File: src/logic/mcuio_pkg.sv
// mcuio_pkg: register indices, reset values, field positions and bus answers of the i/o port block.
// assumes registers sit at byte address four times their index on a 32-bit AXI4-Lite slave.
package mcuio_pkg;

  localparam int unsigned ADDR_W       = 12;
  localparam int unsigned IDX_LSB      = 2;
  localparam int unsigned IDX_MSB      = 9;

  // register indices; byte address is index times four
  localparam logic [7:0]  IDX_P0_DATA  = 8'hc0;
  localparam logic [7:0]  IDX_P0_DIR   = 8'hc1;
  localparam logic [7:0]  IDX_P2_DATA  = 8'hc4;
  localparam logic [7:0]  IDX_P2_DIR   = 8'hc5;
  localparam logic [7:0]  IDX_P3_DATA  = 8'hc6;
  localparam logic [7:0]  IDX_P4_DATA  = 8'hc8;
  localparam logic [7:0]  IDX_P5_DATA  = 8'hca;
  localparam logic [7:0]  IDX_ALT_SEL  = 8'hf4;
  localparam logic [7:0]  IDX_DISP_SEL = 8'hf5;
  localparam logic [7:0]  IDX_PU_ZERO  = 8'hfc;
  localparam logic [7:0]  IDX_PU_TWO   = 8'hfe;

  // reset values
  localparam logic [7:0]  RST_DIR      = 8'h00;
  localparam logic [7:0]  RST_LATCH    = 8'h00;
  localparam logic [7:0]  RST_P4       = 8'h00;
  localparam logic [7:0]  RST_ALT_SEL  = 8'h00;

  // alternate function select fields
  localparam int unsigned ALT_IRQ0_BIT = 0;
  localparam int unsigned ALT_IRQ1_BIT = 1;
  localparam int unsigned ALT_BUZ_BIT  = 2;
  localparam logic [7:0]  ALT_MASK     = 8'h1f;

  // display driver select fields
  localparam int unsigned DISP_P3_BIT  = 0;
  localparam int unsigned DISP_P4_BIT  = 1;
  localparam int unsigned DISP_P5_BIT  = 2;
  localparam logic [7:0]  DISP_MASK    = 8'h07;

  // pin positions of shared functions
  localparam int unsigned P0_BUZ_PIN   = 7;
  localparam int unsigned P0_CAP_PIN   = 2;
  localparam int unsigned P2_SERIAL_THREE_CLOCK_PIN  = 0;
  localparam int unsigned P2_SO3_PIN   = 1;
  localparam int unsigned P2_SO1_PIN   = 5;
  localparam int unsigned P2_SI1_PIN   = 6;
  localparam int unsigned P2_SERIAL_ONE_CLOCK_PIN  = 7;

  localparam logic [7:0]  BYTE_ZERO    = 8'h00;
  localparam logic [7:0]  BYTE_ONES    = 8'hff;
  localparam logic [23:0] RDATA_PAD    = 24'h00_0000;
  localparam logic [1:0]  RESP_OKAY    = 2'b00;
  localparam logic [1:0]  RESP_SLVERR  = 2'b10;

endpackage : mcuio_pkg

File: src/logic/mcuio_bidir_byte.sv
// mcuio_bidir_byte: pin steering of one eight-bit bidirectional port.
// assumes latch, direction and select come from flip-flops and pins are synchronous.
`timescale 1ns/100ps
module mcuio_bidir_byte (
  input  wire logic [7:0] latch_i,
  input  wire logic [7:0] dir_i,
  input  wire logic [7:0] pullup_sel_i,
  input  wire logic [7:0] alt_sel_i,
  input  wire logic [7:0] alt_out_i,
  input  wire logic [7:0] alt_oe_i,
  input  wire logic [7:0] pin_i,
  output logic      [7:0] pin_o,
  output logic      [7:0] pin_oe_o,
  output logic      [7:0] pullup_en_o,
  output logic      [7:0] rd_o
);

  // a selected peripheral owns the pin whatever the direction bit says
  assign pin_oe_o    = (alt_sel_i & alt_oe_i) | (~alt_sel_i & dir_i);
  assign pin_o       = (alt_sel_i & alt_out_i) | (~alt_sel_i & latch_i);
  // pull-up only while the pin is not driven
  assign pullup_en_o = pullup_sel_i & ~pin_oe_o;
  assign rd_o        = (pin_i & ~dir_i) | (latch_i & dir_i);

endmodule : mcuio_bidir_byte

File: src/logic/mcuio_out_byte.sv
// mcuio_out_byte: one eight-bit output-only port with display driver alternate.
// assumes the display driver segment byte is synchronous to the system clock.
`timescale 1ns/100ps
module mcuio_out_byte (
  input  wire logic [7:0] latch_i,
  input  wire logic       disp_sel_i,
  input  wire logic [7:0] disp_i,
  output logic      [7:0] pin_o
);

  assign pin_o = disp_sel_i ? disp_i : latch_i;

endmodule : mcuio_out_byte

File: src/logic/mcuio_top.sv
// mcuio_top: general-purpose i/o ports 0, 2, 3, 4 and 5 with an AXI4-Lite register slave.
// assumes one 10 MHz clock, pins synchronous to it, peripherals and pad drivers outside.
//
// Overview of operation
// a direction bit at 1 drives its pin, at 0 the pin is input
// reset clears all direction registers so every bidirectional pin starts as input
// every port register accepts whole-byte writes and masked single-bit writes
// ports give output-only and bidirectional pins; port 6 lives in another block
// port 0 is bidirectional, data at index c0, direction at index c1
// port 0 pins carry interrupts, capture input, analog inputs and buzzer
// port 0 input pins get pull-ups bit by bit from pull-up select zero
// alternate select resets to zero; a 1 routes its peripheral to the pin
// buzzer and interrupt selects override the port 0 direction bit
// port 2 is bidirectional, data at index c4, direction at index c5
// port 2 pins carry serial three, analog inputs and serial one
// port 2 input pins get pull-ups bit by bit from pull-up select two
// port 3 is output only at index c6, display outputs 24 to 31 alternate
// port 4 is output only at index c8, reset 00, display outputs 32 to 39
// port 5 at index ca drives its latch value onto the pins
// software writes port 5 latch to 0 before reading pin levels
// port 5 resets to input, display outputs 40 to 47 alternate
// ports 0 and 2 read pin level on inputs and latch on outputs
`timescale 1ns/100ps
module mcuio_top (
  input  wire logic                          ref_clk_i,
  input  wire logic                          arst_n_i,
  // AXI4-Lite slave
  input  wire logic [mcuio_pkg::ADDR_W-1:0]  s_axi_awaddr_i,
  input  wire logic                          s_axi_awvalid_i,
  output logic                               s_axi_awready_o,
  input  wire logic [31:0]                   s_axi_wdata_i,
  input  wire logic [3:0]                    s_axi_wstrb_i,
  input  wire logic                          s_axi_wvalid_i,
  output logic                               s_axi_wready_o,
  output logic [1:0]                         s_axi_bresp_o,
  output logic                               s_axi_bvalid_o,
  input  wire logic                          s_axi_bready_i,
  input  wire logic [mcuio_pkg::ADDR_W-1:0]  s_axi_araddr_i,
  input  wire logic                          s_axi_arvalid_i,
  output logic                               s_axi_arready_o,
  output logic [31:0]                        s_axi_rdata_o,
  output logic [1:0]                         s_axi_rresp_o,
  output logic                               s_axi_rvalid_o,
  input  wire logic                          s_axi_rready_i,
  // pins
  input  wire logic [7:0]                    port0_pin_i,
  output logic      [7:0]                    port0_pin_o,
  output logic      [7:0]                    port0_pin_oe_o,
  output logic      [7:0]                    port0_pullup_en_o,
  input  wire logic [7:0]                    port2_pin_i,
  output logic      [7:0]                    port2_pin_o,
  output logic      [7:0]                    port2_pin_oe_o,
  output logic      [7:0]                    port2_pullup_en_o,
  output logic      [7:0]                    port3_pin_o,
  output logic      [7:0]                    port4_pin_o,
  input  wire logic [7:0]                    port5_pin_i,
  output logic      [7:0]                    port5_pin_o,
  output logic      [7:0]                    port5_pin_oe_o,
  // peripheral side
  output logic                               ext_irq_zero_pin_o,
  output logic                               ext_irq_one_pin_o,
  output logic                               remote_capture_pin_o,
  input  wire logic                          buzzer_out_pin_i,
  input  wire logic                          serial_three_en_i,
  input  wire logic                          serial_three_clock_drv_i,
  input  wire logic                          serial_three_clock_oe_i,
  output logic                               serial_three_clock_o,
  input  wire logic                          serial_three_out_i,
  input  wire logic                          serial_one_en_i,
  input  wire logic                          serial_one_out_i,
  output logic                               serial_one_in_o,
  input  wire logic                          serial_one_clock_drv_i,
  input  wire logic                          serial_one_clock_oe_i,
  output logic                               serial_one_clock_o,
  input  wire logic [23:0]                   display_driver_output_i,
  output logic      [7:0]                    alt_function_select_o
);

  typedef struct packed {
    logic [7:0] p0_data;
    logic [7:0] p0_dir;
    logic [7:0] p2_data;
    logic [7:0] p2_dir;
    logic [7:0] p3_data;
    logic [7:0] p4_data;
    logic [7:0] p5_data;
    logic [7:0] alt_sel;
    logic [7:0] pu_zero;
    logic [7:0] pu_two;
    logic [7:0] disp;
    logic       aw_got;
    logic       aw_ok;
    logic [7:0] aw_idx;
    logic       w_got;
    logic       w_en;
    logic [7:0] w_data;
    logic [7:0] w_mask;
    logic       bvalid;
    logic [1:0] bresp;
    logic       rvalid;
    logic [7:0] rdata;
    logic [1:0] rresp;
    logic       wr_seen;
  } mcuio_state_s;

  localparam mcuio_state_s ST_RST = '{p0_dir:  mcuio_pkg::RST_DIR,
                                      p2_dir:  mcuio_pkg::RST_DIR,
                                      p0_data: mcuio_pkg::RST_LATCH,
                                      p2_data: mcuio_pkg::RST_LATCH,
                                      p3_data: mcuio_pkg::RST_LATCH,
                                      p4_data: mcuio_pkg::RST_P4,
                                      p5_data: mcuio_pkg::RST_LATCH,
                                      alt_sel: mcuio_pkg::RST_ALT_SEL,
                                      default: '0};

  mcuio_state_s st_r;
  mcuio_state_s st_nxt;

  logic       aw_fire;
  logic       w_fire;
  logic       ar_fire;
  logic       wr_fire;
  logic [7:0] ar_idx;
  logic       ar_ok;
  logic [7:0] p0_alt_sel;
  logic [7:0] p0_alt_out;
  logic [7:0] p0_alt_oe;
  logic [7:0] p2_alt_sel;
  logic [7:0] p2_alt_out;
  logic [7:0] p2_alt_oe;
  logic [7:0] p0_rd;
  logic [7:0] p2_rd;
  logic [7:0] p5_rd;

  function automatic logic [7:0] merge(input logic [7:0] old, input logic [7:0] dat, input logic [7:0] msk);
    merge = (old & ~msk) | (dat & msk);
  endfunction : merge

  assign s_axi_awready_o = !st_r.aw_got && !st_r.bvalid;
  assign s_axi_wready_o  = !st_r.w_got && !st_r.bvalid;
  assign s_axi_arready_o = !st_r.rvalid;
  assign aw_fire         = s_axi_awvalid_i && s_axi_awready_o;
  assign w_fire          = s_axi_wvalid_i && s_axi_wready_o;
  assign ar_fire         = s_axi_arvalid_i && s_axi_arready_o;
  assign wr_fire         = st_r.aw_got && st_r.w_got && !st_r.bvalid;
  assign ar_idx          = s_axi_araddr_i[mcuio_pkg::IDX_MSB:mcuio_pkg::IDX_LSB];
  assign ar_ok           = (s_axi_araddr_i[mcuio_pkg::ADDR_W-1:mcuio_pkg::IDX_MSB+1] == '0);

  // port 0 alternates: interrupts forced to input, buzzer forced to output
  always_comb begin
    p0_alt_sel = mcuio_pkg::BYTE_ZERO;
    p0_alt_out = mcuio_pkg::BYTE_ZERO;
    p0_alt_oe  = mcuio_pkg::BYTE_ZERO;
    p0_alt_sel[mcuio_pkg::ALT_IRQ0_BIT]   = st_r.alt_sel[mcuio_pkg::ALT_IRQ0_BIT];
    p0_alt_sel[mcuio_pkg::ALT_IRQ1_BIT]   = st_r.alt_sel[mcuio_pkg::ALT_IRQ1_BIT];
    p0_alt_sel[mcuio_pkg::P0_BUZ_PIN]     = st_r.alt_sel[mcuio_pkg::ALT_BUZ_BIT];
    p0_alt_out[mcuio_pkg::P0_BUZ_PIN]     = buzzer_out_pin_i;
    p0_alt_oe[mcuio_pkg::P0_BUZ_PIN]      = 1'b1;
  end

  // port 2 alternates: serial links own their pins while enabled
  always_comb begin
    p2_alt_sel = mcuio_pkg::BYTE_ZERO;
    p2_alt_out = mcuio_pkg::BYTE_ZERO;
    p2_alt_oe  = mcuio_pkg::BYTE_ZERO;
    p2_alt_sel[mcuio_pkg::P2_SERIAL_THREE_CLOCK_PIN] = serial_three_en_i;
    p2_alt_sel[mcuio_pkg::P2_SO3_PIN]  = serial_three_en_i;
    p2_alt_out[mcuio_pkg::P2_SERIAL_THREE_CLOCK_PIN] = serial_three_clock_drv_i;
    p2_alt_oe[mcuio_pkg::P2_SERIAL_THREE_CLOCK_PIN]  = serial_three_clock_oe_i;
    p2_alt_out[mcuio_pkg::P2_SO3_PIN]  = serial_three_out_i;
    p2_alt_oe[mcuio_pkg::P2_SO3_PIN]   = 1'b1;
    p2_alt_sel[mcuio_pkg::P2_SO1_PIN]  = serial_one_en_i;
    p2_alt_sel[mcuio_pkg::P2_SI1_PIN]  = serial_one_en_i;
    p2_alt_sel[mcuio_pkg::P2_SERIAL_ONE_CLOCK_PIN] = serial_one_en_i;
    p2_alt_out[mcuio_pkg::P2_SO1_PIN]  = serial_one_out_i;
    p2_alt_oe[mcuio_pkg::P2_SO1_PIN]   = 1'b1;
    p2_alt_out[mcuio_pkg::P2_SERIAL_ONE_CLOCK_PIN] = serial_one_clock_drv_i;
    p2_alt_oe[mcuio_pkg::P2_SERIAL_ONE_CLOCK_PIN]  = serial_one_clock_oe_i;
  end

  // ports 0, 2 and 5 are the bidirectional pins of this block
  mcuio_bidir_byte u_port0 (
    .latch_i      (st_r.p0_data),
    .dir_i        (st_r.p0_dir),
    .pullup_sel_i (st_r.pu_zero),
    .alt_sel_i    (p0_alt_sel),
    .alt_out_i    (p0_alt_out),
    .alt_oe_i     (p0_alt_oe),
    .pin_i        (port0_pin_i),
    .pin_o        (port0_pin_o),
    .pin_oe_o     (port0_pin_oe_o),
    .pullup_en_o  (port0_pullup_en_o),
    .rd_o         (p0_rd)
  );

  mcuio_bidir_byte u_port2 (
    .latch_i      (st_r.p2_data),
    .dir_i        (st_r.p2_dir),
    .pullup_sel_i (st_r.pu_two),
    .alt_sel_i    (p2_alt_sel),
    .alt_out_i    (p2_alt_out),
    .alt_oe_i     (p2_alt_oe),
    .pin_i        (port2_pin_i),
    .pin_o        (port2_pin_o),
    .pin_oe_o     (port2_pin_oe_o),
    .pullup_en_o  (port2_pullup_en_o),
    .rd_o         (p2_rd)
  );

  // port 5: a latch bit at 1 drives high, at 0 the pin is released for input
  mcuio_bidir_byte u_port5 (
    .latch_i      (st_r.p5_data),
    .dir_i        (st_r.p5_data),
    .pullup_sel_i (mcuio_pkg::BYTE_ZERO),
    .alt_sel_i    ({8{st_r.disp[mcuio_pkg::DISP_P5_BIT]}}),
    .alt_out_i    (display_driver_output_i[23:16]),
    .alt_oe_i     (mcuio_pkg::BYTE_ONES),
    .pin_i        (port5_pin_i),
    .pin_o        (port5_pin_o),
    .pin_oe_o     (port5_pin_oe_o),
    .pullup_en_o  (),
    .rd_o         (p5_rd)
  );

  mcuio_out_byte u_port3 (
    .latch_i    (st_r.p3_data),
    .disp_sel_i (st_r.disp[mcuio_pkg::DISP_P3_BIT]),
    .disp_i     (display_driver_output_i[7:0]),
    .pin_o      (port3_pin_o)
  );

  mcuio_out_byte u_port4 (
    .latch_i    (st_r.p4_data),
    .disp_sel_i (st_r.disp[mcuio_pkg::DISP_P4_BIT]),
    .disp_i     (display_driver_output_i[15:8]),
    .pin_o      (port4_pin_o)
  );

  // interrupt inputs see the pin only while their select is set; capture and serial inputs always see it
  assign ext_irq_zero_pin_o    = st_r.alt_sel[mcuio_pkg::ALT_IRQ0_BIT] & port0_pin_i[mcuio_pkg::ALT_IRQ0_BIT];
  assign ext_irq_one_pin_o     = st_r.alt_sel[mcuio_pkg::ALT_IRQ1_BIT] & port0_pin_i[mcuio_pkg::ALT_IRQ1_BIT];
  assign remote_capture_pin_o  = port0_pin_i[mcuio_pkg::P0_CAP_PIN];
  assign serial_three_clock_o  = port2_pin_i[mcuio_pkg::P2_SERIAL_THREE_CLOCK_PIN];
  assign serial_one_in_o       = port2_pin_i[mcuio_pkg::P2_SI1_PIN];
  assign serial_one_clock_o    = port2_pin_i[mcuio_pkg::P2_SERIAL_ONE_CLOCK_PIN];
  assign alt_function_select_o = st_r.alt_sel;

  assign s_axi_bvalid_o = st_r.bvalid;
  assign s_axi_bresp_o  = st_r.bresp;
  assign s_axi_rvalid_o = st_r.rvalid;
  assign s_axi_rresp_o  = st_r.rresp;
  assign s_axi_rdata_o  = {mcuio_pkg::RDATA_PAD, st_r.rdata};

  always_comb begin
    st_nxt = st_r;
    if (aw_fire) begin
      st_nxt.aw_got = 1'b1;
      st_nxt.aw_idx = s_axi_awaddr_i[mcuio_pkg::IDX_MSB:mcuio_pkg::IDX_LSB];
      st_nxt.aw_ok  = (s_axi_awaddr_i[mcuio_pkg::ADDR_W-1:mcuio_pkg::IDX_MSB+1] == '0);
    end
    if (w_fire) begin
      st_nxt.w_got  = 1'b1;
      st_nxt.w_en   = s_axi_wstrb_i[0];
      st_nxt.w_data = s_axi_wdata_i[7:0];
      // lane 1 carries a bit mask for single-bit updates
      st_nxt.w_mask = s_axi_wstrb_i[1] ? s_axi_wdata_i[15:8] : mcuio_pkg::BYTE_ONES;
    end
    if (wr_fire) begin
      st_nxt.aw_got  = 1'b0;
      st_nxt.w_got   = 1'b0;
      st_nxt.bvalid  = 1'b1;
      st_nxt.wr_seen = 1'b1;
      st_nxt.bresp   = mcuio_pkg::RESP_OKAY;
      if (!st_r.aw_ok) begin
        st_nxt.bresp = mcuio_pkg::RESP_SLVERR;
      end else if (st_r.w_en) begin
        unique case (st_r.aw_idx)
          mcuio_pkg::IDX_P0_DATA:  st_nxt.p0_data = merge(st_r.p0_data, st_r.w_data, st_r.w_mask);
          mcuio_pkg::IDX_P0_DIR:   st_nxt.p0_dir  = merge(st_r.p0_dir, st_r.w_data, st_r.w_mask);
          mcuio_pkg::IDX_P2_DATA:  st_nxt.p2_data = merge(st_r.p2_data, st_r.w_data, st_r.w_mask);
          mcuio_pkg::IDX_P2_DIR:   st_nxt.p2_dir  = merge(st_r.p2_dir, st_r.w_data, st_r.w_mask);
          mcuio_pkg::IDX_P3_DATA:  st_nxt.p3_data = merge(st_r.p3_data, st_r.w_data, st_r.w_mask);
          mcuio_pkg::IDX_P4_DATA:  st_nxt.p4_data = merge(st_r.p4_data, st_r.w_data, st_r.w_mask);
          mcuio_pkg::IDX_P5_DATA:  st_nxt.p5_data = merge(st_r.p5_data, st_r.w_data, st_r.w_mask);
          mcuio_pkg::IDX_ALT_SEL:  st_nxt.alt_sel = merge(st_r.alt_sel, st_r.w_data, st_r.w_mask)
                                                    & mcuio_pkg::ALT_MASK;
          mcuio_pkg::IDX_DISP_SEL: st_nxt.disp    = merge(st_r.disp, st_r.w_data, st_r.w_mask)
                                                    & mcuio_pkg::DISP_MASK;
          mcuio_pkg::IDX_PU_ZERO:  st_nxt.pu_zero = merge(st_r.pu_zero, st_r.w_data, st_r.w_mask);
          mcuio_pkg::IDX_PU_TWO:   st_nxt.pu_two  = merge(st_r.pu_two, st_r.w_data, st_r.w_mask);
          default:                 st_nxt.bresp   = mcuio_pkg::RESP_SLVERR;
        endcase
      end
    end
    if (st_r.bvalid && s_axi_bready_i) begin
      st_nxt.bvalid = 1'b0;
    end
    if (st_r.rvalid && s_axi_rready_i) begin
      st_nxt.rvalid = 1'b0;
    end
    if (ar_fire) begin
      st_nxt.rvalid = 1'b1;
      st_nxt.rresp  = mcuio_pkg::RESP_OKAY;
      st_nxt.rdata  = mcuio_pkg::BYTE_ZERO;
      if (!ar_ok) begin
        st_nxt.rresp = mcuio_pkg::RESP_SLVERR;
      end else begin
        unique case (ar_idx)
          mcuio_pkg::IDX_P0_DATA:  st_nxt.rdata = p0_rd;
          mcuio_pkg::IDX_P0_DIR:   st_nxt.rdata = st_r.p0_dir;
          mcuio_pkg::IDX_P2_DATA:  st_nxt.rdata = p2_rd;
          mcuio_pkg::IDX_P2_DIR:   st_nxt.rdata = st_r.p2_dir;
          mcuio_pkg::IDX_P3_DATA:  st_nxt.rdata = st_r.p3_data;
          mcuio_pkg::IDX_P4_DATA:  st_nxt.rdata = st_r.p4_data;
          mcuio_pkg::IDX_P5_DATA:  st_nxt.rdata = p5_rd;
          mcuio_pkg::IDX_ALT_SEL:  st_nxt.rdata = st_r.alt_sel;
          mcuio_pkg::IDX_DISP_SEL: st_nxt.rdata = st_r.disp;
          mcuio_pkg::IDX_PU_ZERO:  st_nxt.rdata = st_r.pu_zero;
          mcuio_pkg::IDX_PU_TWO:   st_nxt.rdata = st_r.pu_two;
          default:                 st_nxt.rresp = mcuio_pkg::RESP_SLVERR;
        endcase
      end
    end
  end

  // reset returns ports 0, 2 and 5 to input and every select to general i/o
  always_ff @(posedge ref_clk_i or negedge arst_n_i) begin
    if (!arst_n_i) begin
      st_r <= ST_RST;
    end else begin
      st_r <= st_nxt;
    end
  end
endmodule : mcuio_top

File: config.mk
export PLATFORM = sky130hd
export DESIGN_NAME = mcuio_top
export DESIGN_NICKNAME = d
export VERILOG_FILES = /design/src/logic/mcuio_pkg.sv /design/src/logic/mcuio_bidir_byte.sv /design/src/logic/mcuio_out_byte.sv /design/src/logic/mcuio_top.sv
export SDC_FILE = /design/constraint.sdc
export NUM_CORES = 1
export LEC_CHECK = 0
export ABC_AREA = 1
export BUFFER_PORTS_ARGS = -buffer_cell sky130_fd_sc_hd__buf_2
export CORE_MARGIN = 4
export CORE_UTILIZATION = 35
export CTS_CLUSTER_DIAMETER = 80
export DETAILED_ROUTE_END_ITERATION = 16
export PLACE_DENSITY = 0.6
export RECOVER_POWER = 100
export SLEW_MARGIN = 40
export SYNTH_ARGS = -nofsm -noshare
export SYNTH_HDL_FRONTEND = slang
export SYNTH_SLANG_ARGS = --single-unit
File: constraint.sdc
create_clock -name ref_clk_i -period 1.8 [get_ports ref_clk_i]
set_clock_uncertainty 0.1 [all_clocks]
set_input_delay 0 -clock ref_clk_i [delete_from_list [all_inputs] [get_ports ref_clk_i]]
set_output_delay 0 -clock ref_clk_i [all_outputs]
set_load 0.02 [all_outputs]
Yosys cells after proc, flatten, opt, wreduce, memory -nomap -nowiden
Cells that the tools add are included.
{"block": "totals", "register_bits": 122, "out_inout_bits": 135}
{"block": "op_classes", "n_bitwise": 60, "reduce_logical": 32, "eq_ne": 22, "mux": 18}
{"op": "8-bit bitwise AND", "count": 27}
{"op": "8-bit == test (second input constant)", "count": 22}
{"op": "8-bit bitwise OR", "count": 18}
{"op": "8-bit case mux with 11 select lines", "count": 1}
{"op": "8-bit inverter", "count": 9}
{"op": "4-bit AND reduction", "count": 11}
{"op": "8-bit two-way mux", "count": 4}
{"op": "11-bit OR reduction", "count": 2}
{"op": "18-bit two-way mux", "count": 1}
{"op": "11-bit two-way mux", "count": 1}
{"op": "10-bit two-way mux", "count": 1}
{"op": "2-bit two-way mux", "count": 5}
{"op": "1-bit logical AND", "count": 9}
{"op": "2-bit nonzero test", "count": 4}
{"op": "5-bit bitwise AND", "count": 1}
{"op": "5-bit bitwise OR", "count": 1}
{"op": "1-bit logical NOT", "count": 4}
{"op": "2-bit logical NOT", "count": 2}
{"op": "1-bit two-way mux", "count": 4}
{"op": "3-bit bitwise AND", "count": 1}
{"op": "3-bit two-way mux", "count": 1}
{"op": "3-bit bitwise OR", "count": 1}
{"op": "1-bit bitwise AND", "count": 2}

Logic depth before layout (Yosys ltp)
{"block": "logic_depth", "depth_word": 7, "depth_mapped": 10}

Cells and area by module
A second synthesis with hierarchy kept.
{"block": "unflattened", "hier_cells": 1153, "area_unflattened_um2": 7828.8}
{"mod": "mcuio_top", "seq_area_each_um2": 3002.9, "n_inst": 1, "cells_each": 834, "area_each_um2": 6379.9}
{"mod": "mcuio_bidir_byte", "seq_area_each_um2": 0.0, "n_inst": 3, "cells_each": 89, "area_each_um2": 412.9}
{"mod": "mcuio_out_byte", "seq_area_each_um2": 0.0, "n_inst": 2, "cells_each": 26, "area_each_um2": 105.1}

Worst setup path before layout
No wires, ideal clock.
{"block": "synth_path", "path_kind": "register to register", "start": "reg st_r (netlist bit s_axi_bvalid_o)", "end": "reg st_r[23] (netlist bit)", "arrival_ns": 1.437, "setup_ns": 0.136, "setup_slack_ns": 0.127, "period_less_slack_ns": 1.673, "stages_incl_launch_ff": 6, "path_cell_list": "dfrtp_1 -> nor2_1 -> nand2_1 -> inv_1 -> clkbuf_1 -> o21ai_0"}
{"block": "synth_via", "elab_chain_cells": 3}
{"item": "start: declaration", "line": "mcuio_top.sv:116", "rtl": "mcuio_state_s st_r;"}
{"item": "start signal: assignment", "line": "mcuio_top.sv:331", "rtl": "st_r <= st_nxt;"}
{"item": "1-bit logical NOT", "line": "mcuio_top.sv:140", "rtl": "assign s_axi_wready_o = !st_r.w_got && !st_r.bvalid;"}
{"item": "1-bit logical AND", "line": "mcuio_top.sv:140"}
{"item": "via s_axi_wready_o", "line": "mcuio_top.sv:34", "rtl": "output logic s_axi_wready_o,"}
{"item": "1-bit logical AND", "line": "mcuio_top.sv:143", "rtl": "assign w_fire = s_axi_wvalid_i && s_axi_wready_o;"}
The timed path passes the listed nets, and every way through them passes these cells.
A chain may end at the register's enable or synchronous reset.

==> flow_results.org <==
** Outcome
- The run finished with clean final reports.

** Global routing
- Met3 Use GR :: 4.638%
- Entering global routing, the biggest net connects ~120 pins.
- GR met1 Demand/Resource :: just under 30%
- The initial antenna violation count is 1.
- The first global-routing pass estimated between 30000 and 40000 um of wire.
- For this run, the total global-route usage over all layers was measured as a little over a fifth.
- Total congestion overflow after global routing :: 0
- Vias in the first global route :: approximately 6700
- Global routing consumed, on the met2 layer, ~33% of the routing resources.
- In this run the most used layer during global routing was met2.

** Logic synthesis
- A synthesized cell averages slightly above 7 sq um.
- Fraction of registers with async set or reset after synthesis :: 100.0%
- Among all flip-flop cells after synthesis, the most frequent one is sky130_fd_sc_hd__dfrtp_1.
- Sequential cells were found to cover 41.80% of the synthesized design area.
- Yosys attributes the largest share of cell area to sky130_fd_sc_hd__dfrtp_1 (42%), sky130_fd_sc_hd__nand2_1 (17%), sky130_fd_sc_hd__buf_4 (6.9%), sky130_fd_sc_hd__nand3_1 (6.3%), sky130_fd_sc_hd__nor2_1 (5.0%).
- Gate count of the mapped netlist :: between 1000 and 1500
- Post-synthesis instance area :: between 7000 and 8000 sq um
- During synthesis, Yosys emitted a total of 0 warnings.
- The synthesized design spends more area on one cell type than any other, namely sky130_fd_sc_hd__dfrtp_1.
- Top-area cell type share of the netlist area :: between 40% and 50%
- Yosys mapped a number of flops with a built-in enable equal to 0.
- Flop and latch count out of synthesis :: 120
- Count of unique library cells instantiated by Yosys :: 28

** Timing
- Setup repair after global routing could not meet its margin everywhere.
- Tcrit/Tclk final :: between 90 and 100%
- For the pin with the worst max-slew slack, the measured transition is between 1 and 1.5 ns.
- Number of hold violations in the final report :: 0
- The worst path meets setup with approximately 0.013 ns of slack.
- Headroom to the max-slew limit came out at 23.11%.
- Max-slew violation count :: 0
- Timing would allow up to roughly 0.56 GHz.
- Count of endpoints failing setup in the final report :: 0
- Min cycle time layout :: ~1.8 ns

** Finish
- The repair_antennas step left the layout with diodes totalling 0.
- The net count of the finished layout is 1377.
- Number of filler cells placed in the layout :: between 2000 and 2500
- Fraction of final layout cells with drive strength greater than 1 :: around 22%
- End-of-flow core utilization :: between 40% and 50%
- Area overhead of the layout relative to synthesis :: 33.37%

** Route
- Vias after detailed routing :: ~7300
- Routed wirelength normalized by instance count :: 15.83 um
- Detail-routed via count per cell :: roughly 4.8
- Before antenna repair, the detailed router went through 7 iterations.
- Post-route DRC violation count :: 0
- DRT iter0 DRCs :: approximately 450
- Antenna violation net count after detailed routing :: 0
- For this block, the routed nets add up to between 20000 and 25000 um of wire.

** Worst setup path
- The critical path is of the reg -> out type.
- Standard cell with the maximum stage delay on the critical path :: sky130_fd_sc_hd__dfrtp_1
- Buffers and inverters on the worst path :: 2
- For the worst setup path, the data required time is ~1.7 ns.
- Crit. End Element :: output pin
- In this run the worst path has a maximum fanout of 7.
- Walking the worst path, the cells encountered are buf_12, mux2_2, buf_2.
- On the critical path the largest part of the delay comes from flip-flops.
- Critical path's largest stage delay :: 0.58 ns
- The worst register-to-register path begins at st_r[40].
- Signal arrival time at the worst endpoint :: approximately 1.7 ns
- Startpoint Class :: register

** Floorplan
- Die width :: between 150 and 200 um
- Once the floorplan was initialized, standard cells occupied roughly 35% of the core.
- Die Span Y :: between 150 and 200 um
- Area of the die :: 22880 sq um
- 259 I/O pins were placed.
- Std cell rows :: 52
- Core area :: 20230 sq um

** Min path
- The startpoint identified for the worst hold timing path is port5_pin_i[0].
- Worst hold path type :: in -> reg

** Pwr
- Summed over all cells, the static leakage comes to just under 5 nW.
- Dividing total power by cell area gives a power density of around 990 nW/um^2.
- Maximum vdd drop :: around 0.00068 V

** Clocking
- Clock tree synthesis inserted a total of 17 buffers.
- In this run the deepest clock path goes through 2 buffers.
- Clock-pin transition on the worst setup and hold timing paths :: 0.05 ns
- CTS placed an instance of sky130_fd_sc_hd__clkbuf_16 at the clock tree root.
- Later-pin clock latency in the skew report :: 0.42 ns
- Deepest level of the CTS H-tree :: 4
- Clock tree synthesis found a total of 120 sinks.
- TritonCTS clock tree :: yes

** Flow run
- Total of max-cap violations :: 0

** Placement
- Placer congestion estimate :: around 0.85
- Summed over all nets, the half-perimeter wirelength after detailed placement is 17690 um.
- In this run the tool buffered the top-level ports with between 200 and 250 buffer cells.
- Prior to clock tree synthesis, the placed netlist has a worst setup slack of slightly above 0.06 ns.
==> per-layer routing <==
metal  vias up  wire length (um)
met3        21              1838
li1       3606                 -
met1      3424             10630
met4         2               300
met2       263             11540
met5         -                 7
==> where the power goes <==
part           leakage (nW)  internal [mW]  switching (mW)  total [mW]
clock                 0.319           2.63            1.21        3.84
sequential             1.61           3.04           0.559        3.60
combinational          2.88          0.635            1.40        2.04
==> cell type report <==
type                       instances  area (sq um)  area share, %
clock buffer                      23         457.9          4.780
clock inverter                     9         195.2          2.037
inverter                          88         331.6          3.461
multi-input combinational        730          3498          36.52
sequential                       120          3007          31.38
tap                              270         337.8          3.526
timing repair buffer             296          1753          18.30
==> final timing paths <==
check | to | slack [ns] | cells after the start
worst max-delay path | port4_pin_o[2] | 0.01 | 3
worst min-delay path | s_axi_rdata_o[0] | 0.02 | 8
worst max register to register | register | 0.04 | 9
worst min register to register | register | 0.38 | 2
max in group asynchronous | st_r[34] | 0.41 | 3
min in group asynchronous | asynchronous set/reset pin | 0.29 | 3
==> tightest hold or removal path, cell delays in order <==
cell	delay [ns]
sky130_fd_sc_hd__buf_2	0.08
sky130_fd_sc_hd__or2_2	0.09
sky130_fd_sc_hd__nand3_1	0.07
sky130_fd_sc_hd__nand2_1	0.06
sky130_fd_sc_hd__nor2_1	0.03
sky130_fd_sc_hd__nand3_1	0.05
sky130_fd_sc_hd__nand3_1	0.06
sky130_fd_sc_hd__nand2_1	0.06
==> layout by cell type (no fill, tap or decap), drive strengths merged <==
| master | instances |
|---|---|
| clkinvlp | 1 |
| inv | 85 |
| clkbuf | 121 |
| dlygate4sd3 | 42 |
| o2111ai | 1 |
| nand2 | 332 |
| o21ai | 119 |
| clkinv | 5 |
| a21oi | 4 |
| nor2 | 99 |
| bufinv | 6 |
| o31ai | 1 |
| or2 | 17 |
| nand3 | 91 |
| nor4 | 1 |
| nor3 | 10 |
| nand4 | 3 |
| mux2 | 15 |
| conb | 29 |
| dfrtp | 120 |
| o21a | 8 |
| buf | 156 |
==> logic make-up after synthesis <==
logic type / synth area share [%]
AO/OA/AOI/OAI: 9.633
multiplexers: 2.351
other: 0.05221
buffers and inverters: 13.13
AND/OR/NAND/NOR: 33.03
flip-flops: 41.80
==> through the flow <==
step	hold slack [ns]	TNS (ns)	cells	power, mW	area (sq um)
finish	0.01672	0	1536	9.480	9580
global route	0.07012	-1.834	1536	9.941	9580
CTS	0.003846	0	1530	9.317	9507
detailed placement	0.06191	0	1456	5.378	8429
global placement	0.06775	0	1456	5.357	8429
floorplan	-0.3956	0	1032	4.706	7288
==> synth_stat cells (all sizes together) (8+ instances only) <==
library cell	number
buf	77
clkbuf	17
dfrtp	120
inv	85
mux2	15
nand2	332
nand3	91
nor2	99
nor3	10
o21a	8
o21ai	119
or2	17
==> timing repair <==
item	CTS	global route
pin swaps	0	13
gates resized for setup	3	59
setup buffers	0	5
gates cloned	0	1
hold buffers	42	0
hold endpoints to repair	159	0
setup endpoints to repair	16	32
(Power assumes the default switching activity.)
